===== src/pesc_pkg.sv =====
// Package with register map, field positions and reset values of the PHY event status block.
package pesc_pkg;

  // Register indices; the byte address on the bus is four times the index.
  localparam logic [5:0] PESC_IDX_CTRL      = 6'h11;
  localparam logic [5:0] PESC_IDX_ISE_ONE   = 6'h12;
  localparam logic [5:0] PESC_IDX_ISE_TWO   = 6'h13;
  localparam logic [5:0] PESC_IDX_FC_COUNT  = 6'h14;
  localparam logic [5:0] PESC_IDX_RE_COUNT  = 6'h15;

  // Bus geometry.
  localparam int         PESC_ADDR_W        = 8;
  localparam int         PESC_DATA_W        = 32;
  localparam logic [1:0] PESC_ALIGN_OK      = 2'h0;

  // Second status and enable register: status in the upper byte, enables in the lower.
  localparam int         PESC_TWO_STAT_LSB  = 8;
  localparam int         PESC_TWO_EN_LSB    = 0;
  localparam int         PESC_EV_EEE        = 7;
  localparam int         PESC_EV_AN_ERR     = 6;
  localparam int         PESC_EV_PAGE       = 5;
  localparam int         PESC_EV_FIFO       = 4;
  localparam int         PESC_EV_XOVER      = 3;
  localparam int         PESC_EV_SLEEP      = 2;
  localparam int         PESC_EV_POL_WOL    = 1;
  localparam int         PESC_EV_JABBER     = 0;

  // First status and enable register: only the two counter half-full positions live here.
  localparam int         PESC_ONE_FC_STAT   = 9;
  localparam int         PESC_ONE_RE_STAT   = 8;
  localparam int         PESC_ONE_FC_EN     = 1;
  localparam int         PESC_ONE_RE_EN     = 0;

  // Control register fields.
  localparam int         PESC_CTRL_LOOP     = 0;
  localparam int         PESC_CTRL_GIE      = 1;

  // Counter limits.
  localparam logic [7:0]  PESC_FC_MAX       = 8'hff;
  localparam logic [7:0]  PESC_FC_HALF      = 8'h7f;
  localparam logic [15:0] PESC_RE_MAX       = 16'hffff;
  localparam logic [15:0] PESC_RE_HALF      = 16'h007f;

  // Reset values.
  localparam logic [7:0]  PESC_RST_BYTE     = 8'h00;
  localparam logic [1:0]  PESC_RST_PAIR     = 2'h0;
  localparam logic [15:0] PESC_RST_WORD     = 16'h0000;
  localparam logic [31:0] PESC_RST_DATA     = 32'h0000_0000;

  typedef struct packed {
    logic [7:0]  two_stat;
    logic [7:0]  two_en;
    logic [1:0]  one_stat;
    logic [1:0]  one_en;
    logic        loop_mode;
    logic        gie;
    logic [7:0]  fc_cnt;
    logic [15:0] re_cnt;
    logic [31:0] rdata;
    logic        slverr;
    logic        irq;
  } pesc_state_s;

endpackage


===== src/pesc_top.sv =====
// PHY second interrupt status/enable register, false carrier and receive error counters.
//
// Function
// - Status bit 15 latches high on an energy-efficient Ethernet error; resets to zero.
// - Status bit 14 latches high on an auto-negotiation error event.
// - Status bit 13 latches high when a negotiation page is received.
// - Status bit 12 latches high on loopback FIFO overflow or underflow.
// - Status bit 11 latches high when crossover status changes.
// - Status bit 10 latches high on a sleep mode event.
// - Status bit 9 latches high on polarity change or wake packet.
// - Status bit 8 latches high when jabber is detected.
// - Read-write enable bits 7..0, reset zero, gate the status eight bits higher.
// - Eight-bit false carrier counter increments once per false carrier event.
// - False carrier counter saturates at its maximum instead of wrapping.
// - False carrier counter passing the half-full threshold raises an event.
// - Reading either counter clears it to zero.
// - Sixteen-bit receive error counter counts invalid symbols while receive data valid.
// - Receive errors are not counted while MII loopback mode is on.
// - Receive error counter saturates at its maximum value.
// - Receive error counter passing 127 (PESC_RE_HALF, not half of its sixteen-bit range) raises an event.
// - Half-full events appear as bits 9 and 8 of the first status register.
// - Event interrupts only reach the output while the global enable is set.
//
// Design decision made here: the APB interface to the registers.
`timescale 1ns/10ps
`default_nettype none

module pesc_top
  import pesc_pkg::*;
(
  input  wire logic                   ref_clk_i,
  input  wire logic                   rst_i,
  input  wire logic                   psel_i,
  input  wire logic                   penable_i,
  input  wire logic                   pwrite_i,
  input  wire logic [PESC_ADDR_W-1:0] paddr_i,
  input  wire logic [PESC_DATA_W-1:0] pwdata_i,
  input  wire logic [3:0]             pstrb_i,
  output logic                        pready_o,
  output logic      [PESC_DATA_W-1:0] prdata_o,
  output logic                        pslverr_o,
  input  wire logic                   eee_err_i,
  input  wire logic                   an_err_i,
  input  wire logic                   page_rx_i,
  input  wire logic                   fifo_overrun_underrun_i,
  input  wire logic                   xover_chg_i,
  input  wire logic                   sleep_evt_i,
  input  wire logic                   pol_chg_i,
  input  wire logic                   wol_pkt_i,
  input  wire logic                   jabber_i,
  input  wire logic                   false_carrier_i,
  input  wire logic                   rx_dv_i,
  input  wire logic                   rx_invalid_sym_i,
  output logic                        loop_mode_o,
  output logic                        irq_o
);

  // True when the byte address is aligned and names the given register index.
  function automatic logic hit(input logic [PESC_ADDR_W-1:0] addr,
                               input logic [5:0]             idx);
    hit = (addr[1:0] == PESC_ALIGN_OK) && (addr[PESC_ADDR_W-1:2] == idx);
  endfunction

  pesc_state_s q;
  pesc_state_s next_q;

  logic [7:0] two_events;
  logic       setup_rd;
  logic       access_wr;
  logic       fc_inc;
  logic       re_inc;
  logic       fc_half;
  logic       re_half;
  logic       mapped;

  // One event line per status position, the two shared sources merged.
  assign two_events[PESC_EV_EEE]     = eee_err_i;
  assign two_events[PESC_EV_AN_ERR]  = an_err_i;
  assign two_events[PESC_EV_PAGE]    = page_rx_i;
  assign two_events[PESC_EV_FIFO]    = fifo_overrun_underrun_i;
  assign two_events[PESC_EV_XOVER]   = xover_chg_i;
  assign two_events[PESC_EV_SLEEP]   = sleep_evt_i;
  assign two_events[PESC_EV_POL_WOL] = pol_chg_i | wol_pkt_i;
  assign two_events[PESC_EV_JABBER]  = jabber_i;

  // Read side effects happen at the end of the setup cycle, in the same edge that captures
  // the read data, so that an event can never slip in between the sample and the clear.
  assign setup_rd  = psel_i & ~penable_i & ~pwrite_i;
  assign access_wr = psel_i & penable_i & pwrite_i;
  assign mapped    = hit(paddr_i, PESC_IDX_CTRL)     | hit(paddr_i, PESC_IDX_ISE_ONE)  |
                     hit(paddr_i, PESC_IDX_ISE_TWO)  | hit(paddr_i, PESC_IDX_FC_COUNT) |
                     hit(paddr_i, PESC_IDX_RE_COUNT);

  assign fc_inc  = false_carrier_i && (q.fc_cnt != PESC_FC_MAX);
  assign re_inc  = rx_dv_i && rx_invalid_sym_i && !q.loop_mode &&
                   (q.re_cnt != PESC_RE_MAX);
  assign fc_half = fc_inc && (q.fc_cnt == PESC_FC_HALF);
  assign re_half = re_inc && (q.re_cnt == PESC_RE_HALF);

  always_comb begin
    next_q = q;

    // Status read clears first; a new event below then sets again, so set wins.
    if (setup_rd && hit(paddr_i, PESC_IDX_ISE_TWO)) begin
      next_q.two_stat = PESC_RST_BYTE;
    end
    if (setup_rd && hit(paddr_i, PESC_IDX_ISE_ONE)) begin
      next_q.one_stat = PESC_RST_PAIR;
    end
    for (int i = 0; i < 8; i++) begin
      if (two_events[i]) begin
        next_q.two_stat[i] = 1'b1;
      end
    end
    if (fc_half) begin
      next_q.one_stat[PESC_ONE_FC_STAT-PESC_TWO_STAT_LSB] = 1'b1;
    end
    if (re_half) begin
      next_q.one_stat[PESC_ONE_RE_STAT-PESC_TWO_STAT_LSB] = 1'b1;
    end

    // Counters: clear on read, an increment in the same cycle leaves a count of one.
    if (setup_rd && hit(paddr_i, PESC_IDX_FC_COUNT)) begin
      next_q.fc_cnt = PESC_RST_BYTE;
    end
    if (setup_rd && hit(paddr_i, PESC_IDX_RE_COUNT)) begin
      next_q.re_cnt = PESC_RST_WORD;
    end
    if (fc_inc) begin
      next_q.fc_cnt = next_q.fc_cnt + 8'h01;
    end
    if (re_inc) begin
      next_q.re_cnt = next_q.re_cnt + 16'h0001;
    end

    // Writes only reach the enable and control fields; status and counters are read-only.
    if (access_wr && pstrb_i[0]) begin
      if (hit(paddr_i, PESC_IDX_ISE_TWO)) begin
        next_q.two_en = pwdata_i[PESC_TWO_EN_LSB +: 8];
      end
      if (hit(paddr_i, PESC_IDX_ISE_ONE)) begin
        next_q.one_en[0] = pwdata_i[PESC_ONE_RE_EN];
        next_q.one_en[1] = pwdata_i[PESC_ONE_FC_EN];
      end
      if (hit(paddr_i, PESC_IDX_CTRL)) begin
        next_q.loop_mode = pwdata_i[PESC_CTRL_LOOP];
        next_q.gie       = pwdata_i[PESC_CTRL_GIE];
      end
    end

    // Read data and error are captured in the setup cycle and held through the access cycle.
    if (psel_i && !penable_i) begin
      next_q.rdata  = PESC_RST_DATA;
      next_q.slverr = !mapped;
      if (!pwrite_i) begin
        if (hit(paddr_i, PESC_IDX_ISE_TWO)) begin
          next_q.rdata[15:8] = q.two_stat;
          next_q.rdata[7:0]  = q.two_en;
        end
        if (hit(paddr_i, PESC_IDX_ISE_ONE)) begin
          next_q.rdata[PESC_ONE_FC_STAT] = q.one_stat[1];
          next_q.rdata[PESC_ONE_RE_STAT] = q.one_stat[0];
          next_q.rdata[PESC_ONE_FC_EN]   = q.one_en[1];
          next_q.rdata[PESC_ONE_RE_EN]   = q.one_en[0];
        end
        if (hit(paddr_i, PESC_IDX_CTRL)) begin
          next_q.rdata[PESC_CTRL_LOOP] = q.loop_mode;
          next_q.rdata[PESC_CTRL_GIE]  = q.gie;
        end
        if (hit(paddr_i, PESC_IDX_FC_COUNT)) begin
          next_q.rdata[7:0] = q.fc_cnt;
        end
        if (hit(paddr_i, PESC_IDX_RE_COUNT)) begin
          next_q.rdata[15:0] = q.re_cnt;
        end
      end
    end

    // Interrupt output follows the pending and enabled events, gated by the global enable.
    next_q.irq = q.gie && ((|(q.two_stat & q.two_en)) || (|(q.one_stat & q.one_en)));
  end

  always_ff @(posedge ref_clk_i) begin
    if (rst_i) begin
      q.two_stat  <= PESC_RST_BYTE;
      q.two_en    <= PESC_RST_BYTE;
      q.one_stat  <= PESC_RST_PAIR;
      q.one_en    <= PESC_RST_PAIR;
      q.loop_mode <= 1'b0;
      q.gie       <= 1'b0;
      q.fc_cnt    <= PESC_RST_BYTE;
      q.re_cnt    <= PESC_RST_WORD;
      q.rdata     <= PESC_RST_DATA;
      q.slverr    <= 1'b0;
      q.irq       <= 1'b0;
    end else begin
      q <= next_q;
    end
  end

  // Zero wait states: every access phase completes at its first edge.
  assign pready_o    = 1'b1;
  assign prdata_o    = q.rdata;
  assign pslverr_o   = q.slverr & psel_i & penable_i;
  assign loop_mode_o = q.loop_mode;
  assign irq_o       = q.irq;
endmodule

`default_nettype wire


===== config.mk =====
export PLATFORM = sky130hd
export DESIGN_NAME = pesc_top
export DESIGN_NICKNAME = d
export VERILOG_FILES = /design/src/pesc_pkg.sv /design/src/pesc_top.sv
export SDC_FILE = /design/constraint.sdc
export NUM_CORES = 1
export LEC_CHECK = 0
export BUFFER_PORTS_ARGS = -buffer_cell sky130_fd_sc_hd__buf_2
export CORE_ASPECT_RATIO = 1.25
export CORE_MARGIN = 1
export CORE_UTILIZATION = 30
export DETAILED_ROUTE_END_ITERATION = 8
export GPL_TIMING_DRIVEN = 1
export PLACE_DENSITY = 0.56
export SYNTH_ARGS = -nofsm -noshare
export SYNTH_HDL_FRONTEND = slang
export SYNTH_SLANG_ARGS = --single-unit

===== constraint.sdc =====
create_clock -name ref_clk_i -period 7.8 [get_ports ref_clk_i]
set_clock_uncertainty 0.2 [all_clocks]
set_input_delay 0 -clock ref_clk_i [delete_from_list [all_inputs] [get_ports ref_clk_i]]
set_output_delay 0 -clock ref_clk_i [all_outputs]
set_load 0.05 [all_outputs]

* After elaboration in Yosys (flattened, before gate mapping)
Index checks and enable logic that the tools add are counted.
** Cells by class
- Add/sub/neg operators :: 2
- Reduce and logical (&&, ||, !) cells :: 38
- Div/mod/pow operators :: 0
- Shift-type cells :: 0
- Bitwise gates (word level) :: 15
- Eq/ne operators :: 9
- Order comparisons :: 0
- Multiplexer cells :: 23
- Multipliers :: 0
** Operator list (count)
- 2-to-1 mux 16 bit :: 5
- 2-to-1 mux 8 bit :: 4
- equality test 6 x 5 -> 1 bit (second input constant) :: 5
- nonzero test 2 bit :: 10
- logical AND 1 bit :: 18
- adder 16 x 1 -> 16 bit (second input constant) :: 1
- equality test 16 x 7 -> 1 bit (second input constant) :: 1
- != test 16 bit (second input constant) :: 1
- 2-to-1 mux 1 bit :: 10
- adder 8 x 1 -> 8 bit (second input constant) :: 1
- bitwise AND 8 bit :: 1
- equality test 8 x 7 -> 1 bit (second input constant) :: 1
- 2-to-1 mux 2 bit :: 4
- != test 8 bit (second input constant) :: 1
- OR reduction 8 bit :: 1
- bitwise AND 1 bit :: 6
- AND reduction 2 bit :: 3
- bitwise OR 1 bit :: 5
- zero test 1 bit :: 3
- bitwise AND 2 bit :: 1
- zero test 2 bit :: 1
- inverter 1 bit :: 2
- OR reduction 2 bit :: 1
- logical OR 1 bit :: 1
** Storage, ports and cells
- Word-level logic and storage cells :: 106
- Memory bits (writable) :: 0
- Bits in latches :: 0
- Input bits :: 61
- Flip-flop bits (word level) :: 64
- Memories kept :: 0
- Bits in read-only memories :: 0

* Depth between registers and ports, before layout
- Depth after elaboration :: 8
- Depth in mapped cells :: 10

* Least setup slack after synthesis
Ideal clock, no wire load.
- Path type :: input-to-reg
- Start :: input paddr_i[7]
- End :: register q[42] in the netlist's numbering
- Path buffers :: 3
- Arrival :: 2.259 ns
- Library setup time :: 0.137 ns
- Stages on the path :: 10
- Required time :: 7.463 ns
- Path slack :: 5.204 ns
- Cells stage by stage :: or4b_4 > buf_6 > or4_4 > buf_6 > clkbuf_1 > and2_1 > ha_1 > nand4_1 > a2111oi_0 > mux2i_1
** On the way
- Longest elaborated chain between the ends :: 6
** Ends and longest elaborated chain
- start, declared :: RTL line pesc_top.sv:36 : input wire logic [PESC_ADDR_W-1:0] paddr_i,
- equality test 6 x 5 -> 1 bit (*) :: RTL line pesc_top.sv:61 : hit = (addr[1:0] == PESC_ALIGN_OK) && (addr[PESC_ADDR_W-1:2] == idx);
- logical AND 1 bit (*) :: RTL line pesc_top.sv:61
- logical AND 1 bit (*) :: RTL line pesc_top.sv:126 : if (setup_rd && hit(paddr_i, PESC_IDX_RE_COUNT)) begin
- 2-to-1 mux 16 bit (*) :: RTL line pesc_top.sv:126
- adder 16 x 1 -> 16 bit :: RTL line pesc_top.sv:133 : next_q.re_cnt = next_q.re_cnt + 16'h0001;
- 2-to-1 mux 16 bit (*) :: RTL line pesc_top.sv:132 : if (re_inc) begin
- end signal, assigned :: RTL line pesc_top.sv:197 : q <= next_q;
- end, declared :: RTL line pesc_top.sv:64 : pesc_state_s q;
Every way passes the cells marked *; elsewhere a longest branch is shown, timed or not.
A chain may end at the register's enable or synchronous reset.

* Final worst setup path
- Start :: input paddr_i[0]
- End :: register q, in the netlist prdata_o[2]
** On the way
- Longest elaborated chain between the ends :: 6
** Ends and longest elaborated chain
- zero test 2 bit (*) :: RTL line pesc_top.sv:61
- logical AND 1 bit :: RTL line pesc_top.sv:61
- 2-to-1 mux 16 bit :: RTL line pesc_top.sv:156 : if (hit(paddr_i, PESC_IDX_ISE_TWO)) begin
- 2-to-1 mux 8 bit :: RTL line pesc_top.sv:170 : if (hit(paddr_i, PESC_IDX_FC_COUNT)) begin
- 2-to-1 mux 16 bit (*) :: RTL line pesc_top.sv:173 : if (hit(paddr_i, PESC_IDX_RE_COUNT)) begin
- 2-to-1 mux 16 bit (*) :: RTL line pesc_top.sv:155 : if (!pwrite_i) begin
Marks and branches as above.

==> impl_results.md <==
* Outcome: finished, final reports clean
* CTS max path bufs at 2
* I/O pin count at just under 100
* Number of flops mapped to enable cells by yosys at 0
* Worst path buffer plus inverter count at 4
* Post-CTS setup-driven buffer insertion count at 0
* IR Drop Worst-Case VDD at 0.0809 mV
* Top_reg_cell synth: sky130_fd_sc_hd__dfxtp_1
* Hold Crit Class: in -> reg
* Max frequency at 322 MHz
* Initial antenna violation count at 0
* Clock transition time at the flip-flop clock pins of the worst setup and hold paths at 0.05 ns
* Initial cell density of the core at between 30 and 40%
* Fraction of power spent switching nets at a little under a quarter
* Width of the chip at slightly below 100 um
* Clock buffers created by TritonCTS at 9
* Startpoint types: input pin
* Maximum number of pins on one net before global-route repair at 47
* Count of fill cells added during filler insertion at 1137
* Vias post-DR at ~3100
* Worst path max stage delay at roughly 0.64 ns
* Clock tree from TritonCTS: built
* P_leak at ~1.6 nW
* Number of H-tree levels at 3
* Internal power at around 0.00064 W
* Final setup viols at 0
* Final worst path period need at about 3.1 ns
* Slowest stage cell on the critical path: sky130_fd_sc_hd__dlygate4sd3_1
* Ys async rst share at 0%
* Post-place setup slack at between 5 and 6 ns
* Std cell rows at 43
* Crit path max fanout at 3
* Final-layout setup total negative slack at 0 ns
* Total number of nets in the final design at a little over 500
* Vias in the first global route at a little under 3000
* Post-CTS sizing at 0
* Most common library cell in the layout ignoring fill and taps: sky130_fd_sc_hd__dfxtp_1
* Number of warnings reported in the yosys synthesis log at 0
* Die outline height at approximately 120 um
* Total global routing overflow at 0
* Hold violation count in the final report at 0
* Insertion delay to the later sink of the worst-skew pair at around 0.33 ns
* Drc violations at 0
* Drt pass-1 iters at 5
* Number of distinct library cells after synthesis at 54
* Relative contribution of sequential cells to total power at about two fifths
* Multi-input gate area at roughly 1800 um2
* Instance count of the mapped netlist at around 400
* Hold-fix buffer count after cts at 27
* Pwr dens at around 200 nW/um2
* Area of the die at 11800 um2
* Number of clock sinks at 64
* Source of the worst hold timing path: paddr_i[2]
* Synthesis-to-layout area growth at 21.6%
* Buffer type at the clock tree root: sky130_fd_sc_hd__clkbuf_16
* Worst Path Class, Setup: in -> reg
* Max Cap Viol at 0
* CP most frequent cell: sky130_fd_sc_hd__dlygate4sd3_1
* Final period util at between 30% and 40%
* Area of all sequential standard cells at approximately 1300 um2
* Clock Power Share at just over 50%
* Initial detailed-routing violation count at ~140
* Average wire length per cell after detail routing at 15.4 um
* Critical Path End Type: flop
* Detailed placer's ending HPWL at around 6.4 mm
* First-pass GRT wire length at approximately 15 mm
* Cells along the critical path: dlygate4sd3_1 > buf_2 > nor4b_1 > dlygate4sd3_1 > nand2_1 > or4_1 > dlygate4sd3_1 > a21oi_1
* Overall fraction of global-route tracks in use at 15.6%
* Cell type group with the largest total delay on the critical path: buffers and inverters
* #FFs+latches synth at 64
* Antenna diode count at 0
* Actual slew at the worst max-slew pin at 0.985 ns
* Netlist area before placement at around 3400 um2
* Reg-to-reg startpoint: loop_mode_o
* Port Buffer Count at 52
* Core area at roughly 11000 um2
* Number of slew-limit violations in the final report at 0
* Share of cells above drive strength 1 at approximately 18%
* Via density per instance at between 5 and 6
* Final Wtd Congestion at 0.793
* Commonest cells after routing, fill and taps aside: sky130_fd_sc_hd__dfxtp_1 (64), sky130_fd_sc_hd__buf_2 (52), sky130_fd_sc_hd__a21oi_1 (34)
* Remaining antenna violation count after routing at 0
* Launching element of the worst setup path: paddr_i[0]
* RSZ-0062 raised after global routing: false
* Avg Synthesized Cell Area at just under 9 um2
* Share of synthesized area occupied by flip-flops and latches at between 30% and 40%
* Net switching power figure at approximately 0.00019 W
* Comb pwr share at ~8.5%
* Detailed Route WL at approximately 9.0 mm
* Crit path setup slack, layout at approximately 4.7 ns
* Arr. time, crit path at roughly 3.2 ns
* Worst slew slack as a fraction of its limit at 33.7%
* Required time of the critical path at a little under 8 ns
-- synth_stat cells, types with 4 or more instances --
library cell	n	share of area, %
sky130_fd_sc_hd__dfxtp_1	64	38
sky130_fd_sc_hd__a21oi_1	34	5.0
sky130_fd_sc_hd__buf_4	33	7.3
sky130_fd_sc_hd__nand2_1	27	3.0
sky130_fd_sc_hd__mux2i_1	24	7.0
sky130_fd_sc_hd__nor2_1	24	2.6
sky130_fd_sc_hd__a22oi_1	20	4.4
sky130_fd_sc_hd__nand3_1	20	2.9
sky130_fd_sc_hd__clkbuf_1	16	1.8
sky130_fd_sc_hd__nor4_1	11	2.0
sky130_fd_sc_hd__nand4_1	9	1.6
sky130_fd_sc_hd__or3_1	8	1.5
sky130_fd_sc_hd__inv_1	7	0.77
sky130_fd_sc_hd__o22ai_1	7	1.3
sky130_fd_sc_hd__or4_1	6	1.3
sky130_fd_sc_hd__mux2_2	5	1.6
sky130_fd_sc_hd__and3_1	4	0.73
sky130_fd_sc_hd__buf_1	4	0.44
sky130_fd_sc_hd__nand3b_1	4	0.88
sky130_fd_sc_hd__o21ai_0	4	0.59
-- path summary, 6_finish.rpt --
check	endpoint	slack [ns]	depth (start not counted)
worst min register to register	prdata_o[14]	0.25	2
worst max-delay path	prdata_o[2]	4.69	8
worst min-delay path	loop_mode_o	0.03	3
worst max register to register	q[42]	5.70	4
-- cell families after synthesis --
group / synth area share (%)
buf+inv: 11.2
other cells: 0.220
simple gates: 23.3
mux: 8.68
compound gates: 17.6
flops: 37.5
xor+xnor: 0.770
fa+ha+maj: 0.733
-- worst min-delay path: stages --
cell	delay [ns]
sky130_fd_sc_hd__buf_2	0.21
sky130_fd_sc_hd__nand3b_1	0.19
sky130_fd_sc_hd__mux2i_1	0.09
-- final cells by class --
| type | count | area share (%) |
|---|---|---|
| Clock buffer | 10 | 5.76 |
| Inverter | 7 | 0.633 |
| Sequential cell | 64 | 30.9 |
| Multi-Input combinational cell | 282 | 43.6 |
| Clock inverter | 6 | 1.99 |
| Tap cell | 135 | 4.07 |
| Timing Repair Buffer | 81 | 13.1 |
-- flip-flops by register name (all words and copies together) (netlist names) --
register     cells
loop_mode_o      1
prdata_o        16
irq_o            1
q               46
-- power by group through the flow --
stage | logic, W | registers, W | clock network (W)
2_1_floorplan | 0.0000527 | 0.000342 | 0
3_3_place_gp | 0.0000597 | 0.000344 | 0
3_5_place_dp | 0.0000609 | 0.000344 | 0
4_1_cts | 0.0000708 | 0.000337 | 0.000437
5_1_grt | 0.0000773 | 0.000338 | 0.000448
6_report | 0.0000711 | 0.000337 | 0.000427
-- through the flow --
stage               util (%)  power, W  std cells  cell area [um2]  hold slack, ns
floorplan                  -  0.000395        410             3470         -0.0826
global placement        32.1  0.000404        542             3560         0.00500
detailed placement      32.1  0.000405        542             3560          0.0184
CTS                     37.5  0.000845        585             4150          0.0134
global route            37.5  0.000863        585             4150          0.0473
finish                  37.5  0.000836        585             4150          0.0281
-- layer usage --
layer	part of all wire [%]	vias up	GRT usage, %
met5	0	-	0
met1	43	1482	18.3
li1	-	1527	-
met4	2.5	0	8.73
met2	51	84	26.5
met3	3.7	14	3.23
Power figures use the tool's default switching activity.
